<file path="config.mk">
export PLATFORM = sky130hd
export DESIGN_NAME = cig_top
export DESIGN_NICKNAME = d
export VERILOG_FILES = /design/src/hw/cig_pkg.sv /design/src/hw/cig_gain_search.sv /design/src/hw/cig_top.sv
export SDC_FILE = /design/constraint.sdc
export NUM_CORES = 1
export LEC_CHECK = 0
export BUFFER_PORTS_ARGS = -buffer_cell sky130_fd_sc_hd__buf_2
export CAP_MARGIN = 20
export CORE_MARGIN = 1.5
export CORE_UTILIZATION = 40
export CTS_CLUSTER_DIAMETER = 30
export DETAILED_ROUTE_END_ITERATION = 16
export PLACE_DENSITY_LB_ADDON = 0.25
export RECOVER_POWER = 100
export SYNTH_ARGS = -nofsm -noshare
export SYNTH_HDL_FRONTEND = slang
export SYNTH_SLANG_ARGS = --single-unit
</file>
<file path="constraint.sdc">
create_clock -name clk_i -period 2.8 [get_ports clk_i]
set_input_delay 0.42 -clock clk_i [delete_from_list [all_inputs] [get_ports clk_i]]
set_output_delay 0.42 -clock clk_i [all_outputs]
set_load 0.1 [all_outputs]
</file>
<file path="src/hw/cig_pkg.sv">
// Constants, register map and carrier types of the configuration block
package cig_pkg;

  // Register indices; byte address is four times the index
  localparam logic [7:0] IDX_BANK_SEL    = 8'ha9;
  localparam logic [7:0] IDX_SLEEP_CTRL  = 8'hac;
  localparam logic [7:0] IDX_IRQ_PIN     = 8'had;
  localparam logic [7:0] IDX_GAIN_SEARCH = 8'haf;
  localparam logic [7:0] IDX_GAIN_MAX    = 8'hcf;
  localparam logic [7:0] IDX_IRQ_STATUS  = 8'he0;
  localparam logic [7:0] IDX_IRQ_MASK    = 8'he1;
  localparam logic [7:0] IDX_DEV_STATE   = 8'he2;
  localparam logic [7:0] IDX_TT_FIRST    = 8'hb0;
  localparam logic [7:0] IDX_TT_LAST     = 8'hbf;
  localparam logic [7:0] IDX_MIRROR_END  = 8'h7f;

  // Field positions
  localparam int BANK_LSB      = 0;
  localparam int SAI_BIT       = 4;
  localparam int PIN_SRC_LSB   = 4;
  localparam int INVERT_BIT    = 3;
  localparam int MAX_START_BIT = 6;

  // Reset values, gain code limits and table depth
  localparam logic [1:0] BANK_RST      = 2'h0;
  localparam logic [3:0] SLEEP_RSVD_LO = 4'hc;
  localparam logic [7:0] GAIN_MAX_RST  = 8'h99;
  localparam logic [3:0] GAIN_CODE_TOP = 4'hb;
  localparam logic [3:0] GAIN_CODE_MIN = 4'h0;
  localparam int         TT_DEPTH      = 16;

  // Interrupt pin source codes
  localparam logic [2:0] SRC_NORMAL = 3'h0;
  localparam logic [2:0] SRC_RSVD   = 3'h1;
  localparam logic [2:0] SRC_ALS    = 3'h2;
  localparam logic [2:0] SRC_AUX0   = 3'h3;
  localparam logic [2:0] SRC_AUX1   = 3'h4;

  // Status and mask bit positions
  localparam int ST_ALS   = 0;
  localparam int ST_AUX0  = 1;
  localparam int ST_AUX1  = 2;
  localparam int ST_AGC   = 3;
  localparam int ST_SLEEP = 4;
  localparam int ST_W     = 5;

  typedef struct packed {
    logic        cyc;
    logic        stb;
    logic        we;
    logic [9:0]  adr;
    logic [3:0]  sel;
    logic [31:0] dat;
  } cig_wb_req_t;

  typedef struct packed {
    logic        ack;
    logic [31:0] dat;
  } cig_wb_rsp_t;

  typedef struct packed {
    logic als;
    logic aux0;
    logic aux1;
  } cig_evt_t;

  typedef enum logic [0:0] {
    AGC_IDLE,
    AGC_SEARCH
  } cig_agc_st_t;

  typedef struct packed {
    cig_agc_st_t st;
    logic [3:0]  gain;
    logic        done;
  } cig_agc_t;

  typedef struct packed {
    logic                      ack;
    logic [31:0]               rdat;
    logic [1:0]                bank;
    logic                      sleep_after_irq;
    logic [2:0]                pin_src;
    logic                      invert;
    logic                      max_start;
    logic [7:0]                gain_max;
    logic [ST_W-1:0]           status;
    logic [ST_W-1:0]           mask;
    logic                      irq;
    logic                      pin;
    logic                      osc_run;
    logic [TT_DEPTH-1:0][7:0]  ttab;
  } cig_state_t;

endpackage : cig_pkg

</file>
<file path="src/hw/cig_gain_search.sv">
// ALS gain search: steps gain down from a start value until no saturation
`timescale 1ns/10ps
module cig_gain_search (
  input  wire logic       clk_i,
  input  wire logic       rst_i,
  input  wire logic       start_i,
  input  wire logic       step_i,
  input  wire logic       sat_i,
  input  wire logic       max_start_i,
  input  wire logic [3:0] gain_max_i,
  output logic      [3:0] gain_o,
  output logic            busy_o,
  output logic            done_o
);
  import cig_pkg::*;

  cig_agc_t   s_ff;
  cig_agc_t   nxt_s;
  logic [3:0] top_gain;

  // Codes above the top are clamped rather than trusted
  assign top_gain = (gain_max_i > GAIN_CODE_TOP) ? GAIN_CODE_TOP : gain_max_i;

  always_comb begin
    nxt_s      = s_ff;
    nxt_s.done = 1'b0;
    case (s_ff.st)
      AGC_IDLE: begin
        if (start_i) begin
          if (max_start_i) begin
            nxt_s.gain = top_gain;
          end
          nxt_s.st = AGC_SEARCH;
        end
      end
      AGC_SEARCH: begin
        if (step_i) begin
          if (sat_i && (s_ff.gain != GAIN_CODE_MIN)) begin
            nxt_s.gain = s_ff.gain - 4'h1;
          end else begin
            nxt_s.st   = AGC_IDLE;
            nxt_s.done = 1'b1;
          end
        end
      end
      default: nxt_s.st = AGC_IDLE;
    endcase
  end

  always_ff @(posedge clk_i) begin
    if (rst_i) begin
      s_ff <= '{st: AGC_IDLE, gain: GAIN_MAX_RST[3:0], done: 1'b0};
    end else begin
      s_ff <= nxt_s;
    end
  end

  assign gain_o = s_ff.gain;
  assign busy_o = (s_ff.st == AGC_SEARCH);
  assign done_o = s_ff.done;
endmodule : cig_gain_search

</file>
<file path="src/hw/cig_top.sv">
// Configuration bank: memory bank, sleep, interrupt pin, gain search start
//
// Overview of operation
// - Bank 2 or 3 exposes 16 table words at 0xB0-0xBF, mirrored over 0x00-0x7F.
// - Sleep-after-interrupt set: oscillator stops while the interrupt routed to the pin is active.
// - Stopping for sleep-after-interrupt sets the sleep-pending flag.
// - Pin source: 0 normal, 1 reserved, 2 ALS, 3 aux 0, 4 aux 1.
// - Pin is active low; invert bit makes it active high.
// - Max-gain-start makes each ALS gain search begin at configured max gain.
// - Search steps gain down until no saturation or gain code 0.
// - ALS max gain is four bits, codes 0 to 11, reset 9.
//
// Register access over Wishbone was left to the implementer.
`timescale 1ns/10ps
module cig_top (
  input  wire logic                 clk_i,
  input  wire logic                 rst_i,
  input  wire cig_pkg::cig_wb_req_t wb_req_i,
  output cig_pkg::cig_wb_rsp_t      wb_rsp_o,
  input  wire cig_pkg::cig_evt_t    evt_i,
  input  wire logic                 agc_start_i,
  input  wire logic                 agc_step_i,
  input  wire logic                 agc_sat_i,
  output logic [3:0]                als_gain_o,
  output logic                      agc_busy_o,
  output logic                      irq_o,
  output logic                      irq_pin_o,
  output logic                      osc_run_o
);
  import cig_pkg::*;

  cig_state_t      s_ff;
  cig_state_t      nxt_s;
  logic            req;
  logic            wr;
  logic [7:0]      idx;
  logic [7:0]      wbyte;
  logic            tt_hit;
  logic [3:0]      tt_sel;
  logic [7:0]      tt_rd_val;
  logic [ST_W-1:0] ev_set;
  logic [ST_W-1:0] pend;
  logic            normal_act;
  logic            pin_act;
  logic            agc_done;
  logic            agc_busy;
  logic [3:0]      agc_gain;

  // Only bits 9:2 of the address take part; bits 1:0 are ignored
  assign req   = wb_req_i.cyc && wb_req_i.stb && !s_ff.ack;
  assign wr    = req && wb_req_i.we && wb_req_i.sel[0];
  assign idx   = wb_req_i.adr[9:2];
  assign wbyte = wb_req_i.dat[7:0];

  assign tt_hit = s_ff.bank[1] &&
                  ((idx <= IDX_MIRROR_END) ||
                   (idx >= IDX_TT_FIRST && idx <= IDX_TT_LAST));
  assign tt_sel    = idx[3:0];
  assign tt_rd_val = s_ff.ttab[tt_sel];

  assign pend       = s_ff.status & s_ff.mask;
  assign normal_act = |pend[ST_AGC:ST_ALS];

  always_comb begin
    case (s_ff.pin_src)
      SRC_NORMAL: pin_act = normal_act;
      SRC_ALS:    pin_act = pend[ST_ALS];
      SRC_AUX0:   pin_act = pend[ST_AUX0];
      SRC_AUX1:   pin_act = pend[ST_AUX1];
      default:    pin_act = 1'b0;
    endcase
  end

  always_comb begin
    ev_set           = '0;
    ev_set[ST_ALS]   = evt_i.als;
    ev_set[ST_AUX0]  = evt_i.aux0;
    ev_set[ST_AUX1]  = evt_i.aux1;
    ev_set[ST_AGC]   = agc_done;
    ev_set[ST_SLEEP] = s_ff.sleep_after_irq && pin_act;
  end

  cig_gain_search u_gain_search (
    .clk_i       (clk_i),
    .rst_i       (rst_i),
    .start_i     (agc_start_i),
    .step_i      (agc_step_i),
    .sat_i       (agc_sat_i),
    .max_start_i (s_ff.max_start),
    .gain_max_i  (s_ff.gain_max[3:0]),
    .gain_o      (agc_gain),
    .busy_o      (agc_busy),
    .done_o      (agc_done)
  );

  always_comb begin
    nxt_s     = s_ff;
    nxt_s.ack = req;

    if (req) begin
      nxt_s.rdat = 32'h0000_0000;
      if (tt_hit) begin
        nxt_s.rdat[7:0] = tt_rd_val;
      end else begin
        case (idx)
          IDX_BANK_SEL:    nxt_s.rdat[1:0] = s_ff.bank;
          IDX_SLEEP_CTRL:  nxt_s.rdat[7:0] = {3'h0, s_ff.sleep_after_irq, SLEEP_RSVD_LO};
          IDX_IRQ_PIN:     nxt_s.rdat[7:0] = {1'b0, s_ff.pin_src,
                                              s_ff.invert, 3'h0};
          IDX_GAIN_SEARCH: nxt_s.rdat[7:0] = {1'b0, s_ff.max_start, 6'h00};
          IDX_GAIN_MAX:    nxt_s.rdat[7:0] = s_ff.gain_max;
          IDX_IRQ_STATUS:  nxt_s.rdat[ST_W-1:0] = s_ff.status;
          IDX_IRQ_MASK:    nxt_s.rdat[ST_W-1:0] = s_ff.mask;
          IDX_DEV_STATE:   nxt_s.rdat[5:0] = {s_ff.osc_run, agc_busy,
                                              agc_gain};
          default:         nxt_s.rdat = 32'h0000_0000;
        endcase
      end
    end

    // Events win over a write-one-to-clear in the same cycle
    nxt_s.status = s_ff.status | ev_set;

    if (wr) begin
      if (tt_hit) begin
        for (int i = 0; i < TT_DEPTH; i++) begin
          if (tt_sel == 4'(i)) begin
            nxt_s.ttab[i] = wbyte;
          end
        end
      end else begin
        case (idx)
          IDX_BANK_SEL:    nxt_s.bank = wbyte[BANK_LSB +: 2];
          IDX_SLEEP_CTRL:  nxt_s.sleep_after_irq = wbyte[SAI_BIT];
          IDX_IRQ_PIN: begin
            nxt_s.pin_src = wbyte[PIN_SRC_LSB +: 3];
            nxt_s.invert  = wbyte[INVERT_BIT];
          end
          IDX_GAIN_SEARCH: nxt_s.max_start = wbyte[MAX_START_BIT];
          // full field stored, clamped where used
          IDX_GAIN_MAX:    nxt_s.gain_max = wbyte;
          IDX_IRQ_STATUS:
            nxt_s.status = (s_ff.status & ~wbyte[ST_W-1:0]) | ev_set;
          IDX_IRQ_MASK:    nxt_s.mask = wbyte[ST_W-1:0];
          default:         nxt_s.bank = s_ff.bank;
        endcase
      end
    end

    nxt_s.irq = |pend;
    nxt_s.pin = s_ff.invert ? pin_act : !pin_act;
    // restart after flag and sources clear, or once sleep-after-interrupt is cleared
    nxt_s.osc_run = !(s_ff.sleep_after_irq && (pin_act || s_ff.status[ST_SLEEP]));
  end

  always_ff @(posedge clk_i) begin
    if (rst_i) begin
      s_ff           <= '0;
      s_ff.bank      <= BANK_RST;
      s_ff.gain_max  <= GAIN_MAX_RST;
      s_ff.pin       <= 1'b1;
      s_ff.osc_run   <= 1'b1;
    end else begin
      s_ff <= nxt_s;
    end
  end

  assign wb_rsp_o.ack = s_ff.ack;
  assign wb_rsp_o.dat = s_ff.rdat;
  assign als_gain_o   = agc_gain;
  assign agc_busy_o   = agc_busy;
  assign irq_o        = s_ff.irq;
  assign irq_pin_o    = s_ff.pin;
  assign osc_run_o    = s_ff.osc_run;
endmodule : cig_top

</file>
==> results of run 1 <==
==> routing by layer <==
metal	vias to the layer above	GRT usage [%]
li1	2782	-
met1	2789	26.1
met2	126	30.8
met3	14	4.26
met4	0	4.80
met5	-	0
==> power groups by stage <==
stage,Clock [mW],Combinational [mW],Sequential (mW)
2_1_floorplan,0,0.450,2.54
3_3_place_gp,0,0.511,2.53
3_5_place_dp,0,0.511,2.53
4_1_cts,2.36,0.512,2.47
5_1_grt,2.48,0.528,2.47
6_report,2.31,0.501,2.47
==> final cells by class <==
type	instances	share of cell area, %
antenna	1	0.0277
multi-input combinational	541	47.2
tap	270	3.74
timing repair buffer	67	4.29
clock inverter	12	1.43
clock buffer	20	4.94
inverter	7	0.291
sequential	172	38.1
==> critical path: stages (launching register included) <==
cell	delay [ps]
dfxtp_1	320
nand3b_2	440
a2111oi_4	490
buf_12	250
and3_1	170
clkbuf_2	290
mux2i_1	240
nor2_1	60
==> placed cells by master (no fill, tap or decap), types with 3 or more instances in the layout <==
| master | instances |
|---|---|
| dfxtp_1 | 172 |
| mux2i_1 | 157 |
| nor2_1 | 157 |
| mux4_2 | 32 |
| buf_2 | 26 |
| conb_1 | 24 |
| nand2_1 | 23 |
| clkbuf_1 | 20 |
| o21ai_0 | 19 |
| clkbuf_16 | 17 |
| buf_4 | 16 |
| a21oi_1 | 11 |
| nand3_4 | 10 |
| inv_1 | 7 |
| nand3_1 | 7 |
| a22o_1 | 7 |
| inv_6 | 6 |
| nor2b_1 | 5 |
| nand3_2 | 5 |
| and3_1 | 5 |
| a22oi_1 | 5 |
| a211oi_1 | 5 |
| a31oi_1 | 5 |
| a221oi_1 | 5 |
| a21boi_0 | 4 |
| o21a_1 | 4 |
| o22ai_1 | 4 |
| clkinv_4 | 4 |
| nand3b_1 | 3 |
| clkbuf_2 | 3 |
==> state kept, by name, indices dropped and copies added (netlist names) <==
| name | flops |
|---|---|
| u_gain_search.gain_o | 4 |
| u_gain_search.done_o | 1 |
| irq_o | 1 |
| s_ff | 154 |
| irq_pin_o | 1 |
| u_gain_search.busy_o | 1 |
| wb_rsp_o | 9 |
| osc_run_o | 1 |
==> through the flow <==
step	worst slack [ps]	total power [mW]	instance area [um2]
finish	365	5.28	9030
global route	209	5.48	9030
detailed placement	416	3.04	8510
global placement	416	3.04	8510
CTS	518	5.34	9090
floorplan	352	2.99	8520
==> final timing paths <==
path                                   to  slack [ps]  depth (start not counted)
worst max-delay path             s_ff[73]         370                          7
worst min-delay path            s_ff[137]         200                          2
worst max register to register   s_ff[73]         370                          7
worst min register to register  s_ff[139]         450                          1
==> cells by family after synthesis <==
kind of cell               after synthesis  synth area share [%]
buffers and inverters                  100                  9.63
DFF                                    172                  40.8
AOI/OAI and AO/OA                       86                  7.51
other                                    1                0.0445
and+or+nand+nor                        238                  14.2
xor gates and xnor gates                 1                 0.104
muxes                                  190                  27.3
adders and majority gates                2                 0.297
==> results.md, run 1 <==
* Run status: finished with violations
* Failing checks: max-capacitance violations, max-slew violations
* EDFF count, synth at 0
* Async S/R FF share, synth at 0%
* Final Slew Violations at 155
* Clk pin slew, worst setup/hold paths at 70 ps
* Via Count at 5,711
* Arr. time, crit path at ~2700 ps
* Max_cap viols at 1
* RSZ-0062 raised after global routing: false
* Worst Tran Pin Value at roughly 1800 ps
* Area of the multi-input gates at 4260 um2
* Post-Syn Area at approximately 8400 um2
* Post-layout minimum cycle time at 2430 ps
* First-pass GRT wire length at 32.2 mm
* Detail Placement HPWL at between 10 and 15 mm
* Synth Instances at 790
* Pwr/cell area at 585 nW/um2
* Gr usage total at between 10% and 20%
* Overflow after GRT at 0
* Root Buffer: clkbuf_16
* Clock Skew at 9.74 ps
* Fillcell total at 1,987
* Pre-antenna DRT Iters at 4
* Input/output buffers at 44
* 1st-iter DRT viols at approximately 390
* Final setup fails at 0
* Fin crit share at 87.0%
* Largest net degree at the start of global routing at 155
* Setup repair bufs after CTS at 0
* Max Buffers Root-to-Sink at 2
* VDD IR max at 0.000282 V
* Commonest cells post-synth: 172 x dfxtp_1, 157 x mux2i_1, 157 x nor2_1, 34 x buf_4, 32 x mux4_2
* Final hold vios at 0
* Top post-synthesis cells by area: dfxtp_1 41%, mux2i_1 19%, mux4_2 8.5%
* I/O Pins at slightly below 100
* Row count at 52
* Post-CTS resize count at 0
* Worst Hold Class: input port to register
* Full die area at approximately 22,000 um2
* Syn Area/Cell at 10.7 um2
* Vias in the first global route at 5,572
* Via/cell ratio at between 5 and 6
* P_int at 3.83 mW
* Lkg Pwr at between 4 and 5 nW
* Drt wl/cell at roughly 19 um
* GPL Wtd Cong at roughly 0.8
* Crit start category: register
* FF/Latch Area at 3440 um2
* Starting density of the core at 41.3%
* CP Class: register to register
* Core Util, Final at 44.2%
* Yosys cell types at 63
* Post-synth top area cell: dfxtp_1
* Core Area at approximately 20,000 um2
* P&R area growth vs syn at 7.17%
* Antenna violations before repair at 1
* Met2 wire len at roughly 9.4 mm
* Worst Path Max Fanout at 16
* Seq cells post-synth at 172
* Routed WL at around 20 mm
* Layout cells sized above 1 at 17.0%
* Slew Limit Headroom at -22.8%
* RR Startpoint: wb_rsp_o[32]
* Achievable frequency at 0.411 GHz
* WL met3 at 866 um
* Insertion delay of the later-clocked pin in the worst-skew pair at 430 ps
* CTS tree: built
* Logic gate share of total power at around a tenth
* Most frequent cell after synthesis: dfxtp_1
* CTS Hold Bufs at 0
* Num CTS Buffers at 17
* Uppermost layer routed: met4
* Max H-tree Level at 4
* Setup TNS at 0 ps
* Placed insts at between 1,000 and 1,500
* Sw Share at about 28%
* Number of remaining DRC errors at 0
* Register share of total power at 46.8%
* TritonCTS Sinks at 172
* Seq/Total Area, Yosys at 40.8%
* Die height at between 100 and 150 um
* Synth warn at 0
* WP data required at just over 3000 ps
* Worst Setup SP: wb_rsp_o[32]
* Die width at ~150 um
* DRT met1 WL at 9.70 mm
* Endpoint class of the critical path: register
* Part of the power in the clock network at 43.7%
* Hold path start: evt_i[1]
* DRT antenna net count at 0
* Area share of the leading cell type in the synthesized netlist at around two fifths
* Fin Hold WS at 198 ps
* Layout Cells excl Fill at roughly 1,100
* Synth Flop Type: dfxtp_1
* Final nets at approximately 870
* Sw power at approximately 1.5 mW
Power figures use the tool's default switching activity.
==> run 2: changes to the inputs <==
--- a/config.mk
+++ b/config.mk
@@ -9,6 +9,7 @@
 export CAP_MARGIN = 20
 export CORE_MARGIN = 1.5
 export CORE_UTILIZATION = 40
+export CTS_BUF_LIST = sky130_fd_sc_hd__clkbuf_8
 export CTS_CLUSTER_DIAMETER = 30
 export DETAILED_ROUTE_END_ITERATION = 16
 export PLACE_DENSITY_LB_ADDON = 0.25
==> results.md, run 2 (same netlist as run 1, synthesis figures left out) <==
* Run status: completed
* Max_cap viols at 0 (-1)
* Core Area at 20,400 um2 (unchanged)
* Setup repair bufs after CTS at 0 (unchanged)
* Antenna violations before repair at 1 (unchanged)
* Arr. time, crit path at 2820 ps (+140 ps)
* Via Count at 5,745 (+0.60%)
* CTS tree: built
* Worst Path Max Fanout at 13 (-3)
* Overflow after GRT at 0 (unchanged)
* Max H-tree Level at 4 (unchanged)
* Slew Limit Headroom at 18.0% (+41 points)
* Clock Skew at 11.2 ps (+1.50 ps)
* Final hold vios at 0 (unchanged)
* Post-CTS resize count at 0 (unchanged)
* GPL Wtd Cong at 0.797 (unchanged)
* First-pass GRT wire length at 32.1 mm (-0.32%)
* Num CTS Buffers at 17 (unchanged)
* Reg with most FFs: s_ff
* Insertion delay of the later-clocked pin in the worst-skew pair at 460 ps (+30 ps)
* CP Buf/Inv Count at 1 (-1)
* Via/cell ratio at 5.27 (+0.60%)
* Final Slew Violations at 0 (-100%)
* I/O Pins at 98 (unchanged)
* Placed insts at 1,057 (unchanged)
* Full die area at 22,000 um2 (unchanged)
* DRT antenna net count at 0 (unchanged)
* RSZ-0062 raised after global routing: false
* Lkg Pwr at 4.12 nW (-1.8%)
* WP data required at 3150 ps (+100 ps)
* Drt wl/cell at 18.3 um (-0.92%)
* Final nets at 865 (unchanged)
* Clk pin slew, worst setup/hold paths at 100 ps (+30 ps)
* 1st-iter DRT viols at 424 (+7.6%)
* Met1 GRT Util at 26.2% (+0.12 points)
* Setup TNS at 0 ps (unchanged)
* CP max stage delay at 550 ps (+60 ps)
* Endpoint class of the critical path: register
* Max Buffers Root-to-Sink at 2 (unchanged)
* Row count at 52 (unchanged)
* Setup ws final at 332 ps (-32.8 ps)
* Most common cell after layout, fill and taps aside: dfxtp_1
* Achievable frequency at 0.405 GHz (-1.3%)
* Layer with the highest usage: met2
* Crit start category: register
* Layout cells sized above 1 at 17.0% (unchanged)
* Root Buffer: clkbuf_8
* Met3 usage at 4.02% (-0.25 points)
* Met2 Usage GRT at 30.5% (-0.30 points)
* Die height at 148 um (unchanged)
* Placed inst area at 8510 um2 (unchanged)
* Post-layout minimum cycle time at 2470 ps (+32.8 ps)
* CP Class: register to register
* Die width at 148 um (unchanged)
* Pre-antenna DRT Iters at 6 (+2)
* Detail Placement HPWL at 13.1 mm (unchanged)
* Crit-path slowest cell: nand3b_1
* VDD IR max at 0.000313 V (+11%)
* Pwr/cell area at 530 nW/um2 (-9.4%)
* Input/output buffers at 44 (unchanged)
* Fin Hold WS at 165 ps (-33.2 ps)
* Routed WL at 20.0 mm (-0.92%)
* Worst Hold Class: input port to register
* Fin crit share at 88.1% (+1.2 points)
* Place WS at 416 ps (unchanged)
* Most frequent cells in the layout: 172 x dfxtp_1, 157 x mux2i_1, 157 x nor2_1
* Gr usage total at 19.0% (-0.086 points)
* Vias in the first global route at 5,494 (-1.4%)
* Post-route cell area at 8830 um2 (-2.3%)
* Cell family with most CP delay: simple AND/OR/NAND/NOR gates
* CP cell instances: nand3b_1, a2111oi_4, clkbuf_1, and3_1, nand2_1, a32o_1
* Largest net degree at the start of global routing at 155 (unchanged)
* Largest register FFs at 154 (unchanged)
* Layout Cells excl Fill at 1,090 (unchanged)
* P&R area growth vs syn at 4.69%
* CTS Hold Bufs at 0 (unchanged)
* Number of remaining DRC errors at 0 (unchanged)
* Starting density of the core at 41.3% (unchanged)
* TritonCTS Sinks at 172 (unchanged)
* Final setup fails at 0 (unchanged)
* Worst Tran Pin Value at 1240 ps (-606 ps)
run 2: cell count changes in the layout (fill, tap and decap cells not counted), moves of 2 or more:
| cell | change |
|---|---|
| buf_4 | +2 |
| clkbuf_1 | -3 |
| clkbuf_16 | -17 |
| clkbuf_4 | -2 |
| clkbuf_8 | +17 |
| inv_1 | +2 |
| nand3_2 | +4 |
| nand3_4 | -4 |
run 2: final cells by class:
class / instances / area, um2
diodes: 1 / 2.50
multi-input cells: 541 / 4230
inverters: 7 / 26.3
fillers: 2013 / 11600
well taps: 270 / 338
clock inverters: 14 / 136
clock buffers: 18 / 248
flip-flops and latches: 172 / 3440
repair buffers: 67 / 404
run 2: metal layers:
layer	share of wire (%)	vias to the layer above
met5	0	-
met4	1.1	0
li1	-	2783
met3	4.8	10
met2	46	149
met1	48	2803
run 2: power by group:
part	internal (mW)	switching, mW	leakage, nW	total, mW
combinational	0.0919	0.409	2.53	0.501
clock	0.750	0.955	0.204	1.70
sequential	2.46	0.0129	1.39	2.47
run 2: stage by stage:
stage	total power [mW]	utilization [%]
after floorplan	2.99	-
after detailed placement	3.04	41.7
after CTS	4.74	43.6
after global routing	4.87	43.2
final	4.68	43.2
after global placement	3.04	41.7
run 2: path summary, 6_finish.rpt:
check | slack, ps | end | cells after the start | startpoint
max | 330 | s_ff[140] | 6 | wb_rsp_o[32]
min | 170 | s_ff[138] | 2 | evt_i[0]
max reg2reg | 330 | s_ff[140] | 6 | wb_rsp_o[32]
min reg2reg | 460 | s_ff[139] | 1 | u_gain_search.done_o
==> run 3: changes to the inputs <==
--- a/config.mk
+++ b/config.mk
@@ -5,7 +5,7 @@
 export SDC_FILE = /design/constraint.sdc
 export NUM_CORES = 1
 export LEC_CHECK = 0
-export BUFFER_PORTS_ARGS = -buffer_cell sky130_fd_sc_hd__buf_2
+export BUFFER_PORTS_ARGS = -buffer_cell sky130_fd_sc_hd__buf_4
 export CAP_MARGIN = 20
 export CORE_MARGIN = 1.5
 export CORE_UTILIZATION = 40
==> results.md, run 3 (same netlist as run 1, synthesis figures left out) <==
* GPL Wtd Cong at 0.791 (-0.75%)
* Setup TNS at 0 ps (unchanged)
* R2R setup slack at 350 ps (about the same)
* Pwr/cell area at 536 nW/um2 (+1.2%)
* Num CTS Buffers at 17 (unchanged)
* Final nets at 863 (-0.23%)
* First-pass GRT wire length at 30.8 mm (-3.8%)
* Placed inst area at 8570 um2 (+0.65%)
* Vias in the first global route at 5,395 (-1.8%)
* Input/output buffers at 44 (unchanged)
* P&R area growth vs syn at 4.66% (about the same)
* Largest register FFs at 154 (unchanged)
* CTS tree: built
* Final hold vios at 0 (unchanged)
* Full die area at 22,000 um2 (unchanged)
* Number of remaining DRC errors at 0 (unchanged)
* Post-CTS resize count at 0 (unchanged)
* Worst Tran Pin Value at 1180 ps (-60.0 ps)
* 1st-iter DRT viols at 300 (-29%)
* Max_cap viols at 0 (unchanged)
* RR Startpoint: wb_rsp_o[32]
* CP cell instances: nand3b_2, a2111oi_4, buf_12, nand3_1, mux2i_1, nor2_1
* FF-to-FF End: s_ff[111]
* Setup repair bufs after CTS at 0 (unchanged)
* Insertion delay of the later-clocked pin in the worst-skew pair at 460 ps (about the same)
* Clk pin slew, worst setup/hold paths at 90 ps (about the same)
* CP max stage delay at 480 ps (-70 ps)
* Largest net degree at the start of global routing at 77 (-50%)
* Final Slew Violations at 0 (unchanged)
* Run status: completed
* Clock Skew at 8.64 ps (-2.59 ps)
* Fillcell total at 1,984 (-1.4%)
* CTS Hold Bufs at 0 (unchanged)
* Die height at 148 um (unchanged)
* Endpoint class of the critical path: register
* FF/Latch Area at 3440 um2 (unchanged)
* Setup crit end: s_ff[111]
* Core Area at 20,400 um2 (unchanged)
* Number of cells on the worst reg-to-reg path at 6 (unchanged)
* Crit-path slowest cell: a2111oi_4
* TritonCTS Sinks at 172 (unchanged)
* Row count at 52 (unchanged)
* Lkg Pwr at 4.10 nW (-0.48%)
* Layout cells sized above 1 at 15.9% (-1.1 points)
* Final setup fails at 0 (unchanged)
* DRT antenna net count at 0 (unchanged)
* Routed WL at 19.9 mm (-0.25%)
* Reg with most FFs: s_ff
* Crit start category: register
* Area of the multi-input gates at 4190 um2 (-0.92%)
* Die width at 148 um (unchanged)
* Gr usage total at 18.6% (-0.44 points)
* Via/cell ratio at 5.21 (-1.2%)
* Root Buffer: clkbuf_8
* Total Power at 4.73 mW (+1.2%)
* Most common cell after layout, fill and taps aside: dfxtp_1
* Pre-antenna DRT Iters at 6 (unchanged)
* Slew Limit Headroom at 22.0% (+4.0 points)
* CP Class: register to register
* Fin crit share at 87.7% (-0.46 points)
* Starting density of the core at 41.3% (unchanged)
* WP data required at 3120 ps (-30 ps)
* VDD IR max at 0.000277 V (-11%)
* Antenna violations before repair at 1 (unchanged)
* I/O Pins at 98 (unchanged)
* Worst Hold Class: input port to register
* Max H-tree Level at 4 (unchanged)
* Worst Setup SP: wb_rsp_o[32]
* Drt wl/cell at 18.3 um (about the same)
* Achievable frequency at 0.407 GHz (+0.52%)
* RSZ-0062 raised after global routing: false
* Detail Placement HPWL at 13.0 mm (-0.27%)
* Worst Path Max Fanout at 16 (+3)
* Post-layout minimum cycle time at 2450 ps (-12.8 ps)
* Post-route cell area at 8820 um2 (about the same)
* Arr. time, crit path at 2780 ps (-40 ps)
* Max Buffers Root-to-Sink at 2 (unchanged)
* Via Count at 5,664 (-1.4%)
* Most frequent cells in the layout: 172 x dfxtp_1, 157 x mux2i_1, 157 x nor2_1
* Overflow after GRT at 0 (unchanged)
run 3: cell count changes in the layout (fill, tap and decap cells not counted), moves of 2 or more:
cell,delta
clkbuf_1,+3
clkinv_2,+2
nand3_1,+7
buf_2,-27
nand3_2,-6
inv_1,-2
clkinvlp_4,+5
buf_12,-2
buf_4,+24
inv_6,-5
run 3: worst min-delay path by stage:
stage | slack [ps] | to | from | cells past startpoint
2_1_floorplan | 420 | s_ff[139] | u_gain_search.done_o | 1
3_3_place_gp | 420 | s_ff[139] | u_gain_search.done_o | 1
3_5_place_dp | 440 | s_ff[139] | u_gain_search.done_o | 1
4_1_cts | 130 | s_ff[136] | evt_i[2] | 2
5_1_grt | 140 | s_ff[137] | evt_i[1] | 2
6_report | 160 | s_ff[136] | evt_i[2] | 2
run 3: power breakdown:
part	internal, mW	switching, mW	total [mW]
Combinational	0.0973	0.405	0.503
Clock	0.842	0.914	1.76
Sequential	2.46	0.0139	2.47
run 3: routing by layer:
layer	global-route usage, %	wire, um	part of all wire [%]	vias up
li1	-	-	-	2762
met1	25.1	9380	47	2746
met2	29.9	9410	47	132
met3	3.31	808	4.1	24
met4	6.88	345	1.7	0
met5	0	0	0	-
run 3: per-stage QoR:
| stage | utilization, % | hold WS [ps] | setup slack (ps) | std cells |
|---|---|---|---|---|
| 2_1_floorplan | - | 418 | 352 | 813 |
| 3_3_place_gp | 41.9 | 418 | 334 | 1055 |
| 3_5_place_dp | 41.9 | 445 | 322 | 1055 |
| 4_1_cts | 43.9 | 129 | 507 | 1087 |
| 5_1_grt | 43.2 | 138 | 174 | 1087 |
| 6_report | 43.2 | 161 | 345 | 1088 |
run 3: cell type report:
class	instances	area share, %
diodes	1	0.0284
well taps	270	3.83
multi-input cells	541	47.5
inverters	7	0.298
clock buffers	19	2.96
flip-flops and latches	172	39.0
clock inverters	13	1.62
repair buffers	65	4.76
run 3: worst max-delay path, delay by kind of cell (launching register included):
kind,cells,cell delay [ps]
simple gates,3,970
compound gates,1,480
flops,1,330
mux,1,310
buf+inv,1,220
